--- src/hw/btod_pkg.sv ---
// Constants and types for the byte-transfer operand decoder.
// Assumes a single 40 MHz core clock and a classic Wishbone register port.
package btod_pkg;
  // Register byte offsets
  localparam logic [7:0] OFS_CMD = 8'h00;
  localparam logic [7:0] OFS_ADDR = 8'h04;
  localparam logic [7:0] OFS_STAT = 8'h08;
  localparam logic [7:0] OFS_PSW = 8'h0C;
  localparam logic [7:0] OFS_DEC = 8'h10;
  localparam logic [7:0] OFS_PC = 8'h14;
  localparam logic [7:0] OFS_GPR = 8'h20;
  // Command register fields
  localparam int CMD_OP_LSB = 0;
  localparam int CMD_MODE_LSB = 3;
  localparam int CMD_REG_LSB = 8;
  localparam int CMD_IMM_LSB = 16;
  localparam int CMD_GO_BIT = 31;
  // Status register fields
  localparam int STAT_BUSY_BIT = 0;
  localparam int STAT_DONE_BIT = 1;
  localparam int STAT_ERR_BIT = 2;
  localparam int STAT_INTL_BIT = 3;
  localparam int STAT_CYC_LSB = 8;
  localparam int STAT_EA_LSB = 16;
  // Decoder register fields
  localparam int DEC_FLD_LSB = 16;
  localparam int DEC_OK_BIT = 16;
  // Operations
  localparam logic [2:0] OP_LOAD = 3'h0;
  localparam logic [2:0] OP_STORE = 3'h1;
  localparam logic [2:0] OP_XCHG = 3'h2;
  localparam logic [2:0] OP_IMM = 3'h3;
  localparam logic [2:0] OP_PSAVE = 3'h4;
  localparam logic [2:0] OP_PREST = 3'h5;
  // Addressing modes
  localparam logic [3:0] MD_REG = 4'h0;
  localparam logic [3:0] MD_SADDR = 4'h1;
  localparam logic [3:0] MD_SFR = 4'h2;
  localparam logic [3:0] MD_ABS = 4'h3;
  localparam logic [3:0] MD_DE = 4'h4;
  localparam logic [3:0] MD_HL = 4'h5;
  localparam logic [3:0] MD_HLBYTE = 4'h6;
  localparam logic [3:0] MD_HLB = 4'h7;
  localparam logic [3:0] MD_HLC = 4'h8;
  localparam logic [3:0] MD_PSW = 4'h9;
  // Operand kinds for the decoder register
  localparam logic [3:0] DK_SADDR = 4'h0;
  localparam logic [3:0] DK_SADDRP = 4'h1;
  localparam logic [3:0] DK_SFR = 4'h2;
  localparam logic [3:0] DK_SFRP = 4'h3;
  localparam logic [3:0] DK_ABS = 4'h4;
  localparam logic [3:0] DK_ABSW = 4'h5;
  localparam logic [3:0] DK_CTA = 4'h6;
  localparam logic [3:0] DK_VEC = 4'h7;
  localparam logic [3:0] DK_BIT = 4'h8;
  localparam logic [3:0] DK_DISP = 4'h9;
  localparam logic [3:0] DK_RP = 4'hA;
  localparam logic [3:0] DK_R = 4'hB;
  // Byte register indices
  localparam logic [2:0] IDX_A = 3'h1;
  localparam logic [2:0] IDX_C = 3'h2;
  localparam logic [2:0] IDX_B = 3'h3;
  localparam logic [2:0] IDX_E = 3'h4;
  localparam logic [2:0] IDX_D = 3'h5;
  localparam logic [2:0] IDX_L = 3'h6;
  localparam logic [2:0] IDX_H = 3'h7;
  // Status word flags
  localparam logic [7:0] PSW_FLAG_MASK = 8'h51;
  localparam logic [7:0] PSW_RESET = 8'h02;
  // Address windows
  localparam logic [15:0] SADDR_LO = 16'hFE20;
  localparam logic [15:0] SADDR_HI = 16'hFF1F;
  localparam logic [15:0] SFR_BASE = 16'hFF00;
  localparam logic [15:0] SFR_HOLE_LO = 16'hFFD0;
  localparam logic [15:0] SFR_HOLE_HI = 16'hFFDF;
  localparam logic [15:0] CTA_LO = 16'h0800;
  localparam logic [15:0] CTA_HI = 16'h0FFF;
  localparam logic [15:0] VEC_LO = 16'h0040;
  localparam logic [15:0] VEC_HI = 16'h007F;
  localparam logic [15:0] HRAM_LO = 16'hFB00;
  localparam logic [15:0] HRAM_HI = 16'hFEFF;
  // Base clock counts
  localparam logic [4:0] CY_RR = 5'h02;
  localparam logic [4:0] CY_RI = 5'h04;
  localparam logic [4:0] CY_SAD_S = 5'h04;
  localparam logic [4:0] CY_SAD_L = 5'h05;
  localparam logic [4:0] CY_SADI_S = 5'h06;
  localparam logic [4:0] CY_SADI_L = 5'h07;
  localparam logic [4:0] CY_SADX_L = 5'h06;
  localparam logic [4:0] CY_ABS_S = 5'h08;
  localparam logic [4:0] CY_ABS_L = 5'h09;
  localparam logic [4:0] CY_ABSX_L = 5'h0A;
  localparam logic [4:0] CY_HLBC_S = 5'h06;
  localparam logic [4:0] CY_HLBC_L = 5'h07;
  localparam logic [4:0] CY_PSWOP = 5'h02;
  typedef enum logic [2:0] {
    BTOD_S_IDLE, BTOD_S_DISP, BTOD_S_RD, BTOD_S_WR, BTOD_S_PAD
  } btod_state_t;
endpackage

--- src/hw/btod_core.sv ---
// Byte-transfer executor and operand decoder with a Wishbone register port.
// Assumes memory answers mem_rdy_i high at once for internal areas and
// holds it low for each external wait; all inputs synchronous to clk_i.
// Notes on behaviour
// - register index 0..7 picks one byte register, index 1 is the accumulator.
// - pair index 0..3 picks word accumulator then three pointer pairs.
// - short-direct byte operand maps its 8-bit field into FE20H..FF1FH.
// - short-direct word operand uses the same window, even addresses only.
// - special-register operands cannot reach FFD0H..FFDFH.
// - absolute operand spans whole space; word use needs even addresses.
// - 11-bit operand targets only 0800H..0FFFH.
// - 5-bit operand targets even addresses 0040H..007FH.
// - bit operand is a 3-bit index selecting one bit of a byte.
// - displacement is signed 8-bit, added to the program counter.
// - short count applies for internal high-speed RAM or no data access.
// - long count applies for every other data area.
// - each external read adds its read wait cycles.
// - each external write adds write waits; exchange adds both.
// - one count unit is one core clock cycle.
// - register load immediate takes 4 clocks.
// - accumulator load via pointer plus B takes 6, else 7 plus waits.
// - accumulator store via pointer plus B takes 6, else 7 plus waits.
// - accumulator load absolute takes 8, else 9 plus waits.
// - accumulator exchange absolute takes 8, else 10 plus both waits.
// - moves and exchanges keep flags unless the status word is written.
// - a restored flag comes back from the saved copy.
//
// The register offsets and the Wishbone interface to the registers were decided locally.
`timescale 1ns/10ps
module btod_core (
  input wire logic clk_i,
  input wire logic rst_i,
  input wire logic ce_i,
  input wire logic wb_cyc_i,
  input wire logic wb_stb_i,
  input wire logic wb_we_i,
  input wire logic [7:0] wb_adr_i,
  input wire logic [3:0] wb_sel_i,
  input wire logic [31:0] wb_dat_i,
  output logic [31:0] wb_dat_o,
  output logic wb_ack_o,
  output logic mem_req_o,
  output logic mem_we_o,
  output logic [15:0] mem_addr_o,
  output logic [7:0] mem_wdata_o,
  input wire logic [7:0] mem_rdata_i,
  input wire logic mem_rdy_i,
  output logic busy_o,
  output logic done_o
);
  function automatic logic [31:0] lane_mask(input logic [3:0] sel);
    lane_mask = {{8{sel[3]}}, {8{sel[2]}}, {8{sel[1]}}, {8{sel[0]}}};
  endfunction

  function automatic logic [15:0] saddr_map(input logic [7:0] off);
    if (off >= btod_pkg::SADDR_LO[7:0])
      saddr_map = {btod_pkg::SADDR_LO[15:8], off};
    else
      saddr_map = {btod_pkg::SADDR_HI[15:8], off};
  endfunction

  function automatic logic in_win(input logic [15:0] a, input logic [15:0] lo,
                                  input logic [15:0] hi);
    in_win = (a >= lo) && (a <= hi);
  endfunction

  // Returns {valid, address} for one operand kind and its field
  function automatic logic [16:0] dec_op(input logic [3:0] kind, input logic [15:0] f,
                                         input logic [15:0] pc);
    logic [15:0] a;
    logic ok;
    a = 16'h0000;
    ok = 1'b1;
    case (kind)
      btod_pkg::DK_SADDR: a = saddr_map(f[7:0]);
      btod_pkg::DK_SADDRP:
      begin
        a = saddr_map(f[7:0]);
        ok = ~f[0];
      end
      btod_pkg::DK_SFR, btod_pkg::DK_SFRP:
      begin
        a = {btod_pkg::SFR_BASE[15:8], f[7:0]};
        ok = ~in_win(a, btod_pkg::SFR_HOLE_LO, btod_pkg::SFR_HOLE_HI) &
             ~(kind == btod_pkg::DK_SFRP && f[0]);
      end
      btod_pkg::DK_ABS: a = f;
      btod_pkg::DK_ABSW:
      begin
        a = f;
        ok = ~f[0];
      end
      btod_pkg::DK_CTA: a = btod_pkg::CTA_LO | {5'h00, f[10:0]};
      btod_pkg::DK_VEC: a = btod_pkg::VEC_LO | {10'h000, f[4:0], 1'b0};
      btod_pkg::DK_BIT: a = 16'h0001 << f[2:0];
      btod_pkg::DK_DISP: a = pc + {{8{f[7]}}, f[7:0]};
      btod_pkg::DK_RP: a = {10'h000, f[1:0], 1'b1, f[1:0], 1'b0};
      btod_pkg::DK_R: a = {13'h0000, f[2:0]};
      default:
      begin
        a = 16'h0000;
        ok = 1'b0;
      end
    endcase
    dec_op = {ok, a};
  endfunction

  // Returns {legal, base count}; intl picks the short count when it exists
  function automatic logic [5:0] base_cnt(input logic [2:0] op, input logic [3:0] md,
                                          input logic intl);
    logic ld;
    logic xc;
    logic im;
    ld = (op == btod_pkg::OP_LOAD) || (op == btod_pkg::OP_STORE);
    xc = (op == btod_pkg::OP_XCHG);
    im = (op == btod_pkg::OP_IMM);
    base_cnt = 6'h00;
    case (md)
      btod_pkg::MD_REG:
        if (ld || xc)
          base_cnt = {1'b1, btod_pkg::CY_RR};
        else if (im)
          base_cnt = {1'b1, btod_pkg::CY_RI};
      btod_pkg::MD_SADDR:
        if (ld)
          base_cnt = {1'b1, intl ? btod_pkg::CY_SAD_S : btod_pkg::CY_SAD_L};
        else if (im)
          base_cnt = {1'b1, intl ? btod_pkg::CY_SADI_S : btod_pkg::CY_SADI_L};
        else if (xc)
          base_cnt = {1'b1, intl ? btod_pkg::CY_SAD_S : btod_pkg::CY_SADX_L};
      btod_pkg::MD_SFR:
        if (ld)
          base_cnt = {1'b1, btod_pkg::CY_SAD_L};
        else if (im)
          base_cnt = {1'b1, btod_pkg::CY_SADI_L};
        else if (xc)
          base_cnt = {1'b1, btod_pkg::CY_SADX_L};
      btod_pkg::MD_ABS:
        if (ld)
          base_cnt = {1'b1, intl ? btod_pkg::CY_ABS_S : btod_pkg::CY_ABS_L};
        else if (xc)
          base_cnt = {1'b1, intl ? btod_pkg::CY_ABS_S : btod_pkg::CY_ABSX_L};
      btod_pkg::MD_DE, btod_pkg::MD_HL:
        if (ld)
          base_cnt = {1'b1, intl ? btod_pkg::CY_SAD_S : btod_pkg::CY_SAD_L};
        else if (xc)
          base_cnt = {1'b1, intl ? btod_pkg::CY_SAD_S : btod_pkg::CY_SADX_L};
      btod_pkg::MD_HLBYTE:
        if (ld)
          base_cnt = {1'b1, intl ? btod_pkg::CY_ABS_S : btod_pkg::CY_ABS_L};
        else if (xc)
          base_cnt = {1'b1, intl ? btod_pkg::CY_ABS_S : btod_pkg::CY_ABSX_L};
      btod_pkg::MD_HLB, btod_pkg::MD_HLC:
        if (ld)
          base_cnt = {1'b1, intl ? btod_pkg::CY_HLBC_S : btod_pkg::CY_HLBC_L};
        else if (xc)
          base_cnt = {1'b1, intl ? btod_pkg::CY_ABS_S : btod_pkg::CY_ABSX_L};
      btod_pkg::MD_PSW:
        if (ld)
          base_cnt = {1'b1, btod_pkg::CY_SAD_L};
        else if (im)
          base_cnt = {1'b1, btod_pkg::CY_SADI_L};
      default: base_cnt = 6'h00;
    endcase
    if (op == btod_pkg::OP_PSAVE || op == btod_pkg::OP_PREST)
      base_cnt = {1'b1, btod_pkg::CY_PSWOP};
  endfunction

  btod_pkg::btod_state_t state_q, state_d;
  logic ack_q;
  logic [31:0] rdat_q;
  logic [31:0] cmd_q;
  logic [15:0] addr_q, pc_q, dec_fld_q, ea_q;
  logic [3:0] dec_kind_q;
  logic [7:0] gpr_q [8];
  logic [7:0] psw_q, psw_sv_q, tmp_q;
  logic [4:0] cnt_q, base_q;
  logic [7:0] tot_q, wait_q, last_cyc_q;
  logic done_q, err_q, intl_q, req_q, we_q;
  logic [15:0] maddr_q;
  logic [7:0] mwdata_q;

  wire bus_req = wb_cyc_i & wb_stb_i & ~ack_q;
  wire wr_en = bus_req & wb_we_i;
  wire idle = (state_q == btod_pkg::BTOD_S_IDLE);
  wire [31:0] wmask = lane_mask(wb_sel_i);
  wire hit_cmd = (wb_adr_i == btod_pkg::OFS_CMD);
  wire hit_addr = (wb_adr_i == btod_pkg::OFS_ADDR);
  wire hit_stat = (wb_adr_i == btod_pkg::OFS_STAT);
  wire hit_psw = (wb_adr_i == btod_pkg::OFS_PSW);
  wire hit_dec = (wb_adr_i == btod_pkg::OFS_DEC);
  wire hit_pc = (wb_adr_i == btod_pkg::OFS_PC);
  wire hit_gpr = (wb_adr_i[7:5] == btod_pkg::OFS_GPR[7:5]) && (wb_adr_i[1:0] == 2'h0);
  wire [2:0] gpr_sel = wb_adr_i[4:2];
  wire go = wr_en & hit_cmd & idle & wb_sel_i[3] & wb_dat_i[btod_pkg::CMD_GO_BIT];
  wire [2:0] op_w = cmd_q[btod_pkg::CMD_OP_LSB +: 3];
  wire [3:0] md_w = cmd_q[btod_pkg::CMD_MODE_LSB +: 4];
  wire [2:0] ri_w = cmd_q[btod_pkg::CMD_REG_LSB +: 3];
  wire [7:0] imm_w = cmd_q[btod_pkg::CMD_IMM_LSB +: 8];
  wire [7:0] acc_w = gpr_q[btod_pkg::IDX_A];
  wire [15:0] hl_w = {gpr_q[btod_pkg::IDX_H], gpr_q[btod_pkg::IDX_L]};
  wire [15:0] de_w = {gpr_q[btod_pkg::IDX_D], gpr_q[btod_pkg::IDX_E]};
  wire [16:0] dec_w = dec_op(dec_kind_q, dec_fld_q, pc_q);
  wire [15:0] dec_res_w = dec_w[15:0];
  wire dec_ok_w = dec_w[16];
  wire mem_md_w = (md_w >= btod_pkg::MD_SADDR) && (md_w <= btod_pkg::MD_HLC) &&
                  (op_w <= btod_pkg::OP_IMM);
  wire [15:0] ea_w = (md_w == btod_pkg::MD_SADDR) ? saddr_map(addr_q[7:0]) :
                     (md_w == btod_pkg::MD_SFR) ? {btod_pkg::SFR_BASE[15:8], addr_q[7:0]} :
                     (md_w == btod_pkg::MD_ABS) ? addr_q :
                     (md_w == btod_pkg::MD_DE) ? de_w :
                     (md_w == btod_pkg::MD_HL) ? hl_w :
                     (md_w == btod_pkg::MD_HLBYTE) ? hl_w + {8'h00, addr_q[7:0]} :
                     (md_w == btod_pkg::MD_HLB) ? hl_w + {8'h00, gpr_q[btod_pkg::IDX_B]} :
                     (md_w == btod_pkg::MD_HLC) ? hl_w + {8'h00, gpr_q[btod_pkg::IDX_C]} :
                     16'h0000;
  wire sfr_hole_w = (md_w == btod_pkg::MD_SFR) &&
                    in_win(ea_w, btod_pkg::SFR_HOLE_LO, btod_pkg::SFR_HOLE_HI);
  wire intl_w = ~mem_md_w || in_win(ea_w, btod_pkg::HRAM_LO, btod_pkg::HRAM_HI);
  wire [5:0] base_w = base_cnt(op_w, md_w, intl_w);
  wire legal_w = base_w[5] & ~sfr_hole_w;
  wire stall_w = req_q & ~mem_rdy_i;
  wire rd_ack = (state_q == btod_pkg::BTOD_S_RD) & mem_rdy_i;
  wire wr_ack = (state_q == btod_pkg::BTOD_S_WR) & mem_rdy_i;
  wire fin_w = (state_q == btod_pkg::BTOD_S_PAD) && (cnt_q == base_q - 5'h01);
  wire psw_op_w = (md_w == btod_pkg::MD_PSW) && (op_w != btod_pkg::OP_LOAD);
  wire [31:0] stat_w = {ea_q, last_cyc_q, 4'h0, intl_q, err_q, done_q, ~idle};
  wire [31:0] rmux_w = hit_cmd ? cmd_q :
                       hit_addr ? {16'h0000, addr_q} :
                       hit_stat ? stat_w :
                       hit_psw ? {16'h0000, psw_sv_q, psw_q} :
                       hit_dec ? {15'h0000, dec_ok_w, dec_res_w} :
                       hit_pc ? {16'h0000, pc_q} :
                       hit_gpr ? {24'h000000, gpr_q[gpr_sel]} : 32'h00000000;

  always_comb
  begin
    state_d = state_q;
    case (state_q)
      btod_pkg::BTOD_S_IDLE:
        if (go)
          state_d = btod_pkg::BTOD_S_DISP;
      btod_pkg::BTOD_S_DISP:
        if (!legal_w)
          state_d = btod_pkg::BTOD_S_IDLE;
        else if (!mem_md_w)
          state_d = btod_pkg::BTOD_S_PAD;
        else if (op_w == btod_pkg::OP_LOAD || op_w == btod_pkg::OP_XCHG)
          state_d = btod_pkg::BTOD_S_RD;
        else
          state_d = btod_pkg::BTOD_S_WR;
      btod_pkg::BTOD_S_RD:
        if (mem_rdy_i)
          state_d = (op_w == btod_pkg::OP_XCHG) ? btod_pkg::BTOD_S_WR :
                    btod_pkg::BTOD_S_PAD;
      btod_pkg::BTOD_S_WR:
        if (mem_rdy_i)
          state_d = btod_pkg::BTOD_S_PAD;
      btod_pkg::BTOD_S_PAD:
        if (fin_w)
          state_d = btod_pkg::BTOD_S_IDLE;
      default: state_d = btod_pkg::BTOD_S_IDLE;
    endcase
  end

  // Bus side: one wait state, unmapped reads give zero, writes there are dropped
  always_ff @(posedge clk_i)
  begin
    if (rst_i)
    begin
      ack_q <= 1'b0;
      rdat_q <= 32'h00000000;
      cmd_q <= 32'h00000000;
      addr_q <= 16'h0000;
      pc_q <= 16'h0000;
      dec_kind_q <= 4'h0;
      dec_fld_q <= 16'h0000;
    end
    else if (ce_i)
    begin
      ack_q <= bus_req;
      if (bus_req)
        rdat_q <= rmux_w;
      if (wr_en && idle && hit_cmd)
        cmd_q <= (cmd_q & ~wmask) | (wb_dat_i & wmask);
      if (wr_en && idle && hit_addr)
        addr_q <= (addr_q & ~wmask[15:0]) | (wb_dat_i[15:0] & wmask[15:0]);
      if (wr_en && hit_pc)
        pc_q <= (pc_q & ~wmask[15:0]) | (wb_dat_i[15:0] & wmask[15:0]);
      if (wr_en && hit_dec && wb_sel_i[0])
        dec_kind_q <= wb_dat_i[3:0];
      if (wr_en && hit_dec)
        dec_fld_q <= (dec_fld_q & ~wmask[31:16]) | (wb_dat_i[31:16] & wmask[31:16]);
    end
  end

  always_ff @(posedge clk_i)
  begin
    if (rst_i)
    begin
      for (int i = 0; i < 8; i++)
        gpr_q[i] <= 8'h00;
    end
    else if (ce_i)
    begin
      if (wr_en && idle && hit_gpr && wb_sel_i[0])
        gpr_q[gpr_sel] <= wb_dat_i[7:0];
      if (rd_ack && op_w == btod_pkg::OP_LOAD)
        gpr_q[btod_pkg::IDX_A] <= mem_rdata_i;
      if (wr_ack && op_w == btod_pkg::OP_XCHG)
        gpr_q[btod_pkg::IDX_A] <= tmp_q;
      if (fin_w && md_w == btod_pkg::MD_REG && op_w <= btod_pkg::OP_IMM)
      begin
        if (op_w == btod_pkg::OP_LOAD || op_w == btod_pkg::OP_XCHG)
          gpr_q[btod_pkg::IDX_A] <= gpr_q[ri_w];
        if (op_w != btod_pkg::OP_LOAD)
          gpr_q[ri_w] <= (op_w == btod_pkg::OP_IMM) ? imm_w : acc_w;
      end
      if (fin_w && md_w == btod_pkg::MD_PSW && op_w == btod_pkg::OP_LOAD)
        gpr_q[btod_pkg::IDX_A] <= psw_q;
    end
  end

  // Flags change only through writes of the whole status word
  always_ff @(posedge clk_i)
  begin
    if (rst_i)
    begin
      psw_q <= btod_pkg::PSW_RESET;
      psw_sv_q <= btod_pkg::PSW_RESET;
    end
    else if (ce_i)
    begin
      if (wr_en && idle && hit_psw && wb_sel_i[0])
        psw_q <= wb_dat_i[7:0];
      if (wr_en && idle && hit_psw && wb_sel_i[1])
        psw_sv_q <= wb_dat_i[15:8];
      if (fin_w && md_w == btod_pkg::MD_PSW && op_w == btod_pkg::OP_STORE)
        psw_q <= acc_w;
      if (fin_w && md_w == btod_pkg::MD_PSW && op_w == btod_pkg::OP_IMM)
        psw_q <= imm_w;
      if (fin_w && op_w == btod_pkg::OP_PSAVE)
        psw_sv_q <= psw_q;
      if (fin_w && op_w == btod_pkg::OP_PREST)
        psw_q <= psw_sv_q;
    end
  end

  always_ff @(posedge clk_i)
  begin
    if (rst_i)
    begin
      state_q <= btod_pkg::BTOD_S_IDLE;
      cnt_q <= 5'h00;
      tot_q <= 8'h00;
      wait_q <= 8'h00;
      base_q <= 5'h00;
    end
    else if (ce_i)
    begin
      state_q <= state_d;
      if (idle)
        cnt_q <= 5'h00;
      else if (!stall_w)
        cnt_q <= cnt_q + 5'h01;
      tot_q <= idle ? 8'h00 : tot_q + 8'h01;
      if (idle)
        wait_q <= 8'h00;
      else if (stall_w)
        wait_q <= wait_q + 8'h01;
      if (state_q == btod_pkg::BTOD_S_DISP)
        base_q <= base_w[4:0];
    end
  end

  always_ff @(posedge clk_i)
  begin
    if (rst_i)
    begin
      req_q <= 1'b0;
      we_q <= 1'b0;
      maddr_q <= 16'h0000;
      mwdata_q <= 8'h00;
      tmp_q <= 8'h00;
      ea_q <= 16'h0000;
      intl_q <= 1'b0;
    end
    else if (ce_i)
    begin
      // Exchange keeps the request up from read ack into the write
      req_q <= (state_d == btod_pkg::BTOD_S_RD) || (state_d == btod_pkg::BTOD_S_WR);
      we_q <= (state_d == btod_pkg::BTOD_S_WR);
      if (state_q == btod_pkg::BTOD_S_DISP)
      begin
        maddr_q <= ea_w;
        mwdata_q <= (op_w == btod_pkg::OP_IMM) ? imm_w : acc_w;
        ea_q <= ea_w;
        intl_q <= intl_w;
      end
      if (rd_ack)
        tmp_q <= mem_rdata_i;
    end
  end

  always_ff @(posedge clk_i)
  begin
    if (rst_i)
    begin
      done_q <= 1'b0;
      err_q <= 1'b0;
      last_cyc_q <= 8'h00;
      busy_o <= 1'b0;
      done_o <= 1'b0;
    end
    else if (ce_i)
    begin
      busy_o <= (state_d != btod_pkg::BTOD_S_IDLE);
      done_o <= fin_w;
      if (fin_w)
        last_cyc_q <= tot_q + 8'h01;
      // A finish in the same cycle as a new go cannot happen: go needs idle
      if (fin_w)
        done_q <= 1'b1;
      else if (go)
        done_q <= 1'b0;
      if (state_q == btod_pkg::BTOD_S_DISP && !legal_w)
        err_q <= 1'b1;
      else if (go)
        err_q <= 1'b0;
    end
  end

  assign wb_ack_o = ack_q;
  assign wb_dat_o = rdat_q;
  assign mem_req_o = req_q;
  assign mem_we_o = we_q;
  assign mem_addr_o = maddr_q;
  assign mem_wdata_o = mwdata_q;
endmodule

--- config.mk ---
export PLATFORM = sky130hd
export DESIGN_NAME = btod_core
export DESIGN_NICKNAME = d
export VERILOG_FILES = /design/src/hw/btod_pkg.sv /design/src/hw/btod_core.sv
export SDC_FILE = /design/constraint.sdc
export NUM_CORES = 1
export LEC_CHECK = 0
export BUFFER_PORTS_ARGS = -buffer_cell sky130_fd_sc_hd__clkbuf_2
export CELL_PAD_IN_SITES_DETAIL_PLACEMENT = 2
export CELL_PAD_IN_SITES_GLOBAL_PLACEMENT = 2
export CORE_ASPECT_RATIO = 0.6
export CORE_UTILIZATION = 40
export DETAILED_ROUTE_END_ITERATION = 8
export PLACE_DENSITY = 0.92
export RECOVER_POWER = 100
export SLEW_MARGIN = 20
export SYNTH_ARGS = -nofsm -noshare
export SYNTH_HDL_FRONTEND = slang
export SYNTH_SLANG_ARGS = --single-unit
export TNS_END_PERCENT = 20
--- constraint.sdc ---
create_clock -name clk_i -period 5 [get_ports clk_i]
set_input_delay 0.75 -clock clk_i [delete_from_list [all_inputs] [get_ports clk_i]]
set_output_delay 0.75 -clock clk_i [all_outputs]
set_load 0.03 [all_outputs]
=== After elaboration in Yosys (flattened, before gate mapping) ===
Memory sizes are Yosys's and may differ from the RTL's. A register that Yosys moved wholly into a read port is not among the register bits.
Index checks and enable logic that the tools add are counted.
Widths: inputs -> output; s select.

* Register bits after elaboration: 201
* Memory bits (writable): 64
* Bits of input ports: 59
* Output and inout bits: 61
* Memories: 1

* Add/sub/neg operators: 7
* $lt $le $gt $ge: 11
* Eq/ne operators: 40
* Shift operators: 1
* Muxes and demuxes: 102
* Bitwise logic cells: 41
* Reductions and logical operators: 74

{| class="wikitable"
|+ Memory list
! memory !! depth !! width !! read ports !! clocked after Yosys merged registers in !! wr ports !! line !! source
|-
| gpr_q || 8 || 8 || 9 || 1 || 8 || btod_core.sv:175 || <nowiki>logic [7:0] gpr_q [8];</nowiki>
|}

{| class="wikitable"
|+ Operators by type and width
! operator !! count
|-
| $mux 16 || 9
|-
| $pmux 16 s9 || 1
|-
| $mux 8 || 15
|-
| $mux 32 || 3
|-
| $mux 6 || 15
|-
| $and 16x16->16 || 5
|-
| $and 32x32->32 || 2
|-
| $add 16x8->16 || 3
|-
| $ge 16x16->1 const B || 3
|-
| $le 16x16->1 const B || 3
|-
| $or 16x16->16 || 3
|-
| $pmux 6 s7 || 1
|-
| $mux 1 || 37
|-
| $mux 17 || 2
|-
| $mux 3 || 11
|-
| $eq 4x3->1 const B || 8
|-
| $not 16->16 || 2
|-
| $not 32->32 || 1
|-
| $or 32x32->32 || 1
|-
| $logic_and 1x1->1 || 31
|-
| $reduce_and 2->1 || 14
|-
| $eq 4x4->1 const B || 6
|-
| $reduce_or 8->1 || 3
|-
| $eq 3x2->1 const B || 6
|-
| 37 further kinds || 91
|}

=== Logic depth before layout (Yosys ltp) ===
Gate-level depths: netlist of run 1.
An unclocked memory read counts as a cell.

* Word-level depth: 24
* Depth in mapped cells: 13
* Mapped depth without buffers: 12

=== Least setup slack after synthesis of run 1 ===
OpenSTA, ideal clock, no wires.

* Path kind: register -> register
* Start: mem gpr_q[6][1]
* End: reg base_q[1]
* Library setup time: 0.132 ns
* Data arrival time: 3.067 ns
* Data required time: 4.868 ns
* Setup slack: 1.801 ns
* Cell stages (with the launch flop): 12
* Buffers on the path: 0
* Period minus slack after synthesis: 3.199 ns
* Cell sequence: edfxtp_1 inv_1 fa_1 nor2b_1 o31a_1 o211ai_2 a21boi_0 mux2i_2 a31oi_2 or4_4 a2111oi_4 nor3_1

{| class="wikitable"
|+ RTL lines
! item !! line !! source
|-
| from (decl) || btod_core.sv:175 ||
|-
| to (signal assigned) || btod_core.sv:372 || <nowiki>base_q <= base_w[4:0];</nowiki>
|-
| to (decl) || btod_core.sv:177 || <nowiki>logic [4:0] cnt_q, base_q;</nowiki>
|}

==> results.sh, run 1 <==
export IMPL_cp_data_arrival_time_ns=4.83
export IMPL_ir_drop_mv=0.2447
export IMPL_hold_violations=0
export IMPL_grt_overflow=0
export IMPL_fp_dieArea_sq_mm=0.04283
export IMPL_slew_viol_final=107
export IMPL_drive_above_1_share_pct=9.843
export IMPL_finalCritPeriodShare_pct=89.80
export IMPL_power_share_combinational_pct=9.3
export IMPL_synth_area_per_cell_sq_um=8.293
export IMPL_r2r_slack_ns=0.51
export IMPL_status="finished with violations"
export IMPL_grt_pass1_wl_um=133100
export IMPL_num_vias=18770
export IMPL_worstPathCellList="inv_1 > ha_1 > nor2b_1 > a21o_1 > a211oi_1 > nor4b_4 > clkbuf_1 > nand4b_2 > buf_4 > nor2_1 > a21oi_1 > nor2_1 > a31o_1"
export IMPL_synth_xor_area_share_pct=2.138
export IMPL_crit_type="reg2reg"
export IMPL_rows=57
export IMPL_worst_path_max_delay_cell="a21oi_1"
export IMPL_cts_resized=0
export IMPL_fmax_mhz=222.7
export IMPL_fin_nets=2187
export IMPL_routed_wl_um=91170
export IMPL_cts_buffer_depth=3
export IMPL_yosys_area_share_simple_pct=21.57
export IMPL_finalSetupViolations=0
export IMPL_syn_cell_area_sq_mm=0.01679
export IMPL_synth_edf_count=64
export IMPL_swShare_pct=28.13
export IMPL_viasPerCell=7.027
export IMPL_cts_root_buf="clkbuf_16"
export IMPL_clock_sinks=267
export IMPL_async_reset_ff_share_pct=0
export IMPL_dr_pass1_iters=8
export IMPL_fp_dieW_um=266.5
export IMPL_die_h_um=160.7
export IMPL_maxCapViolations=3
export IMPL_leakage_nw=6.831
export IMPL_tritoncts="yes"
export IMPL_critPathMaxStageDelay_ns=1.01
export IMPL_fin_setup_tns_ns=0
export IMPL_yosysSeqAreaShare_pct=35.64
export IMPL_rsz0062_at_grt="false"
export IMPL_ant_nets=0
export IMPL_relSlewSlack_pct=-116.9
export IMPL_synthCells=2025
export IMPL_violations="capacitance limit, slew limit"
export IMPL_drc=0
export IMPL_synthAdderAreaFrac_pct=3.606
export IMPL_hold_buffers=0
export IMPL_multi_input_area_sq_mm=0.01004
export IMPL_layout_common_cells="300 x nor2_1, 202 x dfxtp_1, 183 x nand2_1"
export IMPL_drt_iter0_markers=2807
export IMPL_crit_fanout=27
export IMPL_clockPowerShare_pct=45.2
export IMPL_antenna_found_initial=10
export IMPL_crit_top_cell="nor2_1"
export IMPL_cts_setup_buffers=0
export IMPL_fin_util_pct=45.69
export IMPL_fill_cells=4597
export IMPL_regArea_sq_mm=0.005987
export IMPL_cts_htree_levels=1
export IMPL_layout_commonest_cell="nor2_1"
export IMPL_skew_ns=0.01903
export IMPL_synth_cell_types=93
export IMPL_grt_pass1_vias=19520
export IMPL_initial_core_util_pct=41.02
export IMPL_required_ns=5.34
export IMPL_core_area_sq_mm=0.04094
export IMPL_powerDensity_mw_per_mm2=270.5
export IMPL_cts_clk_slew_worst_paths_ns=0.07
export IMPL_p_switching_mw=1.423
export IMPL_crit_path_start_kind="register"
export IMPL_dp_hpwl_um=66500
export IMPL_min_path_type="in2reg"
export IMPL_syn_nets=2130
export IMPL_pwr_share_seq_pct=45.5
export IMPL_place_congestion=1.010
export IMPL_cp_end_kind="register"
export IMPL_yosys_register_bits=267
export IMPL_boundaryPins=120
export IMPL_post_drt_wl_per_cell_um=34.13
export IMPL_clk_latency_ns=0.59
export IMPL_layout_min_cycle_time_ns=4.490
export IMPL_area_growth_syn_to_layout_pct=11.37
export IMPL_grt_start_max_net_pins=72
export IMPL_synth_compound_area_share_pct=21.89
export IMPL_yosysWarnings=0
export IMPL_internal_power_mw=3.635
export IMPL_synthMuxAreaShare_pct=10.80
export IMPL_ys_flop_type="dfxtp_1"
export IMPL_grt_util_all_layers_pct=41.92
export IMPL_io_buffers=119
export IMPL_synth_top_family_by_area="compound AO/OA/AOI/OAI gates"
export IMPL_numCtsBuffers=29
export IMPL_worst_pin_slew_ns=3.253
## metrics by stage
step	instances	power [mW]	area (sq um)	hold slack, ns	setup slack (ns)
final	2671	5.059	18700	0.4195	0.5102
after global routing	2663	5.139	18680	0.4300	0.4436
after CTS	2663	5.026	18830	0.4143	1.044
after detailed placement	2611	2.787	17880	0.4584	0.9871
after global placement	2611	2.754	17880	0.4430	1.207
after floorplan	2025	2.578	16790	0.4319	1.801
## area by class of cell
| cell class | instances | area share, % |
|---|---|---|
| Antenna cell | 8 | 0.1070 |
| Tap cell | 560 | 3.746 |
| Multi-Input combinational cell | 1576 | 53.70 |
| Inverter | 44 | 0.8831 |
| Clock inverter | 10 | 0.6088 |
| Clock buffer | 42 | 4.462 |
| Sequential cell | 267 | 32.01 |
| Timing Repair Buffer | 164 | 4.482 |
## worst paths after layout
check	from	to	cells after the start
max reg2reg	base_q[0]	gpr_q[1][1]	13
max	base_q[0]	gpr_q[1][1]	13
min reg2reg	register	register	2
min	wb_dat_i[29]	register	3
## power by group through the flow
| stage | registers (mW) | logic, mW | clock network, mW |
|---|---|---|---|
| 6_report | 2.30 | 0.472 | 2.29 |
| 5_1_grt | 2.30 | 0.485 | 2.36 |
| 4_1_cts | 2.29 | 0.457 | 2.27 |
| 3_5_place_dp | 2.34 | 0.446 | 0 |
| 3_3_place_gp | 2.34 | 0.418 | 0 |
| 2_1_floorplan | 2.34 | 0.238 | 0 |
## kinds of logic after synthesis
| group | count (synthesis) |
|---|---|
| simple gates | 782 |
| mux | 150 |
| buf+inv | 182 |
| flops | 267 |
| fa+ha+maj | 46 |
| compound gates | 557 |
| xor+xnor | 41 |
## critical path: cells and delay by family, from the launching register on
family,cells,cell delay [ns]
AO/OA/AOI/OAI,4,2.05
adder cells (fa/ha/maj),1,0.23
buffers and inverters,3,0.74
flip-flops,1,0.56
AND/OR/NAND/NOR,5,0.66
## routing by layer
metal  global-route usage [%]  vias to the layer above  share of wire [%]
li1                         -                     7573                  -
met3                    12.89                      374                 13
met1                    56.25                     9410                 40
met5                        0                        -               0.11
met2                    61.36                     1397                 42
met4                    19.46                       14                5.3
## synth_stat cells (all sizes together) (6+ instances only)
master | instances | area [sq um]
mux2 | 6 | 67.56
nand3 | 89 | 445.4
nand2 | 183 | 686.9
nand2b | 29 | 183.9
or2 | 6 | 37.54
nor4 | 11 | 83.83
xnor2 | 21 | 183.9
and3 | 15 | 93.84
nor3b | 6 | 45.04
ha | 42 | 525.5
o211ai | 13 | 102.6
a21o | 14 | 107.6
dfxtp | 203 | 4064
inv | 43 | 161.4
o21ai | 91 | 455.4
nor2b | 14 | 87.58
a211oi | 65 | 510.5
o31ai | 9 | 67.56
edfxtp | 64 | 1922
a221oi | 36 | 315.3
o22ai | 26 | 162.7
nand4 | 17 | 106.4
mux2i | 120 | 1205
a22oi | 18 | 135.1
buf | 37 | 186.4
mux4 | 24 | 540.5
or3 | 8 | 50.05
a31o | 6 | 52.55
o21a | 10 | 82.57
o221ai | 8 | 70.07
clkbuf | 101 | 380.4
xor2 | 20 | 175.2
nor2 | 303 | 1152
and2 | 12 | 75.08
nor3 | 71 | 390.4
a21oi | 182 | 914.6
a31oi | 14 | 93.84
No activity file was read; power rests on OpenSTA's default activity.
==> run 2: changes to the inputs <==
--- a/config.mk
+++ b/config.mk
@@ -11,7 +11,7 @@
 export CORE_ASPECT_RATIO = 0.6
 export CORE_UTILIZATION = 40
 export DETAILED_ROUTE_END_ITERATION = 8
-export PLACE_DENSITY = 0.92
+export PLACE_DENSITY = 0.87
 export RECOVER_POWER = 100
 export SLEW_MARGIN = 20
 export SYNTH_ARGS = -nofsm -noshare
==> results.sh, run 2 (synthesis gave the netlist of run 1 again) <==
export IMPL_cp_end_kind="register"
export IMPL_power_share_combinational_pct=9.3
export IMPL_dr_pass1_iters=5
export IMPL_postLayoutCellArea_sq_mm=0.01867
export IMPL_status="finished with violations"
export IMPL_core_area_sq_mm=0.04094
export IMPL_tritoncts="yes"
export IMPL_finalCritPeriodShare_pct=86.81
export IMPL_drive_above_1_share_pct=9.981
export IMPL_fin_util_pct=45.60
export IMPL_crit_fanout=10
export IMPL_cts_root_buf="clkbuf_16"
export IMPL_grt_pass1_vias=18030
export IMPL_fp_dieArea_sq_mm=0.04283
export IMPL_worst_pin_slew_ns=2.246
export IMPL_initial_core_util_pct=41.02
export IMPL_regArea_sq_mm=0.005986
export IMPL_crit_path_start_kind="register"
export IMPL_startpoint="base_q[0]"
export IMPL_fin_setup_tns_ns=0
export IMPL_swShare_pct=27.53
export IMPL_routed_wl_um=84760
export IMPL_r2r_slack_ns=0.66
export IMPL_rsz0062_at_grt="false"
export IMPL_powerDensity_mw_per_mm2=261.3
export IMPL_worst_path_max_delay_cell="o21ai_0"
export IMPL_numCtsBuffers=27
export IMPL_finalSetupViolations=0
export IMPL_boundaryPins=120
export IMPL_min_from="mem_rdata_i[2]"
export IMPL_pwr_share_seq_pct=47.2
export IMPL_cts_clk_slew_worst_paths_ns=0.07
export IMPL_required_ns=5.21
export IMPL_maxCapViolations=3
export IMPL_drt_iter0_markers=2356
export IMPL_layout_commonest_cell="nor2_1"
export IMPL_drc=0
export IMPL_crit_end="gpr_q[5][6]"
export IMPL_multi_input_area_sq_mm=0.01005
export IMPL_place_congestion=0.9862
export IMPL_r2r_end="gpr_q[5][6]"
export IMPL_worstPathCellList="inv_1 > ha_1 > nor2b_1 > nor3_1 > a211oi_1 > nor4b_4 > buf_4 > nand4b_1 > o21ai_0 > nand2_1 > nand2b_1"
export IMPL_post_drt_wl_per_cell_um=31.79
export IMPL_p_switching_mw=1.343
export IMPL_rows=57
export IMPL_hold_buffers=0
export IMPL_cts_htree_levels=1
export IMPL_slew_viol_final=96
export IMPL_cts_resized=0
export IMPL_io_buffers=119
export IMPL_clk_latency_ns=0.58
export IMPL_fmax_mhz=230.4
export IMPL_r2r_cells=11
export IMPL_fin_nets=2189
export IMPL_min_path_type="in2reg"
export IMPL_cp_data_arrival_time_ns=4.55
export IMPL_violations="capacitance limit, slew limit"
export IMPL_relSlewSlack_pct=-50.90
export IMPL_cts_setup_buffers=0
export IMPL_antenna_found_initial=9
export IMPL_hold_violations=0
export IMPL_skew_ns=0.02485
export IMPL_clockPowerShare_pct=43.5
export IMPL_rr_startpoint="base_q[0]"
export IMPL_internal_power_mw=3.535
export IMPL_grt_pass1_wl_um=123700
export IMPL_critPathMaxStageDelay_ns=0.74
export IMPL_fill_cells=4598
export IMPL_power_mw=4.878
export IMPL_clock_sinks=267
export IMPL_num_vias=18010
export IMPL_fp_dieW_um=266.5
export IMPL_leakage_nw=6.829
export IMPL_ir_drop_mv=0.2289
export IMPL_grt_start_max_net_pins=71
export IMPL_cts_buffer_depth=3
export IMPL_viasPerCell=6.755
export IMPL_layout_common_cells="299 x nor2_1, 203 x dfxtp_1, 183 x nand2_1"
export IMPL_postPlaceCellArea_sq_mm=0.01791
export IMPL_ant_nets=0
export IMPL_die_h_um=160.7
export IMPL_grt_overflow=0
export IMPL_area_growth_syn_to_layout_pct=11.16
export IMPL_layout_min_cycle_time_ns=4.340
export IMPL_dp_hpwl_um=64840
export IMPL_grt_util_all_layers_pct=38.96
export IMPL_crit_type="reg2reg"
[run 2: worst min-delay path by stage]
stage	slack [ns]	end	cells past startpoint
3_3_place_gp	0.44	register	2
6_report	0.44	tmp_q[2]	3
5_1_grt	0.45	register	3
2_1_floorplan	0.43	err_q	2
3_5_place_dp	0.45	wb_dat_o[9]	2
4_1_cts	0.43	tmp_q[2]	3
[run 2: cell type report]
type | instances | area share, %
inverters | 44 | 0.8847
clock buffers | 38 | 4.444
flip-flops and latches | 267 | 32.06
multi-input cells | 1576 | 53.84
diodes | 2 | 0.02681
clock inverters | 11 | 0.3753
repair buffers | 168 | 4.611
well taps | 560 | 3.753
[run 2: metal layers]
metal / part of all wire (%) / global-route usage, %
met5: 0.065 / 0
met4: 2.5 / 9.013
met3: 11 / 9.292
met2: 41 / 55.97
met1: 45 / 58.20
[run 2: power groups by stage]
| stage | clock network (mW) | registers (mW) | logic (mW) |
|---|---|---|---|
| 6_report | 2.12 | 2.30 | 0.454 |
| 4_1_cts | 2.14 | 2.30 | 0.447 |
| 5_1_grt | 2.21 | 2.30 | 0.474 |
| 2_1_floorplan | 0 | 2.34 | 0.238 |
| 3_3_place_gp | 0 | 2.34 | 0.421 |
| 3_5_place_dp | 0 | 2.35 | 0.441 |
[run 2: through the flow]
step           cells  worst slack (ns)  hold slack (ns)
5_1_grt         2665            0.4572           0.4527
4_1_cts         2664             1.057           0.4306
2_1_floorplan   2025             1.801           0.4319
3_5_place_dp    2615             1.132           0.4525
3_3_place_gp    2615             1.309           0.4420
6_report        2666            0.6597           0.4400
[run 2: critical path, delay by kind of cell (launching register included)]
kind	cells	cell delay, ns
fa+ha+maj	1	0.24
simple gates	6	2.05
flops	1	0.47
buf+inv	2	0.32
compound gates	2	0.88
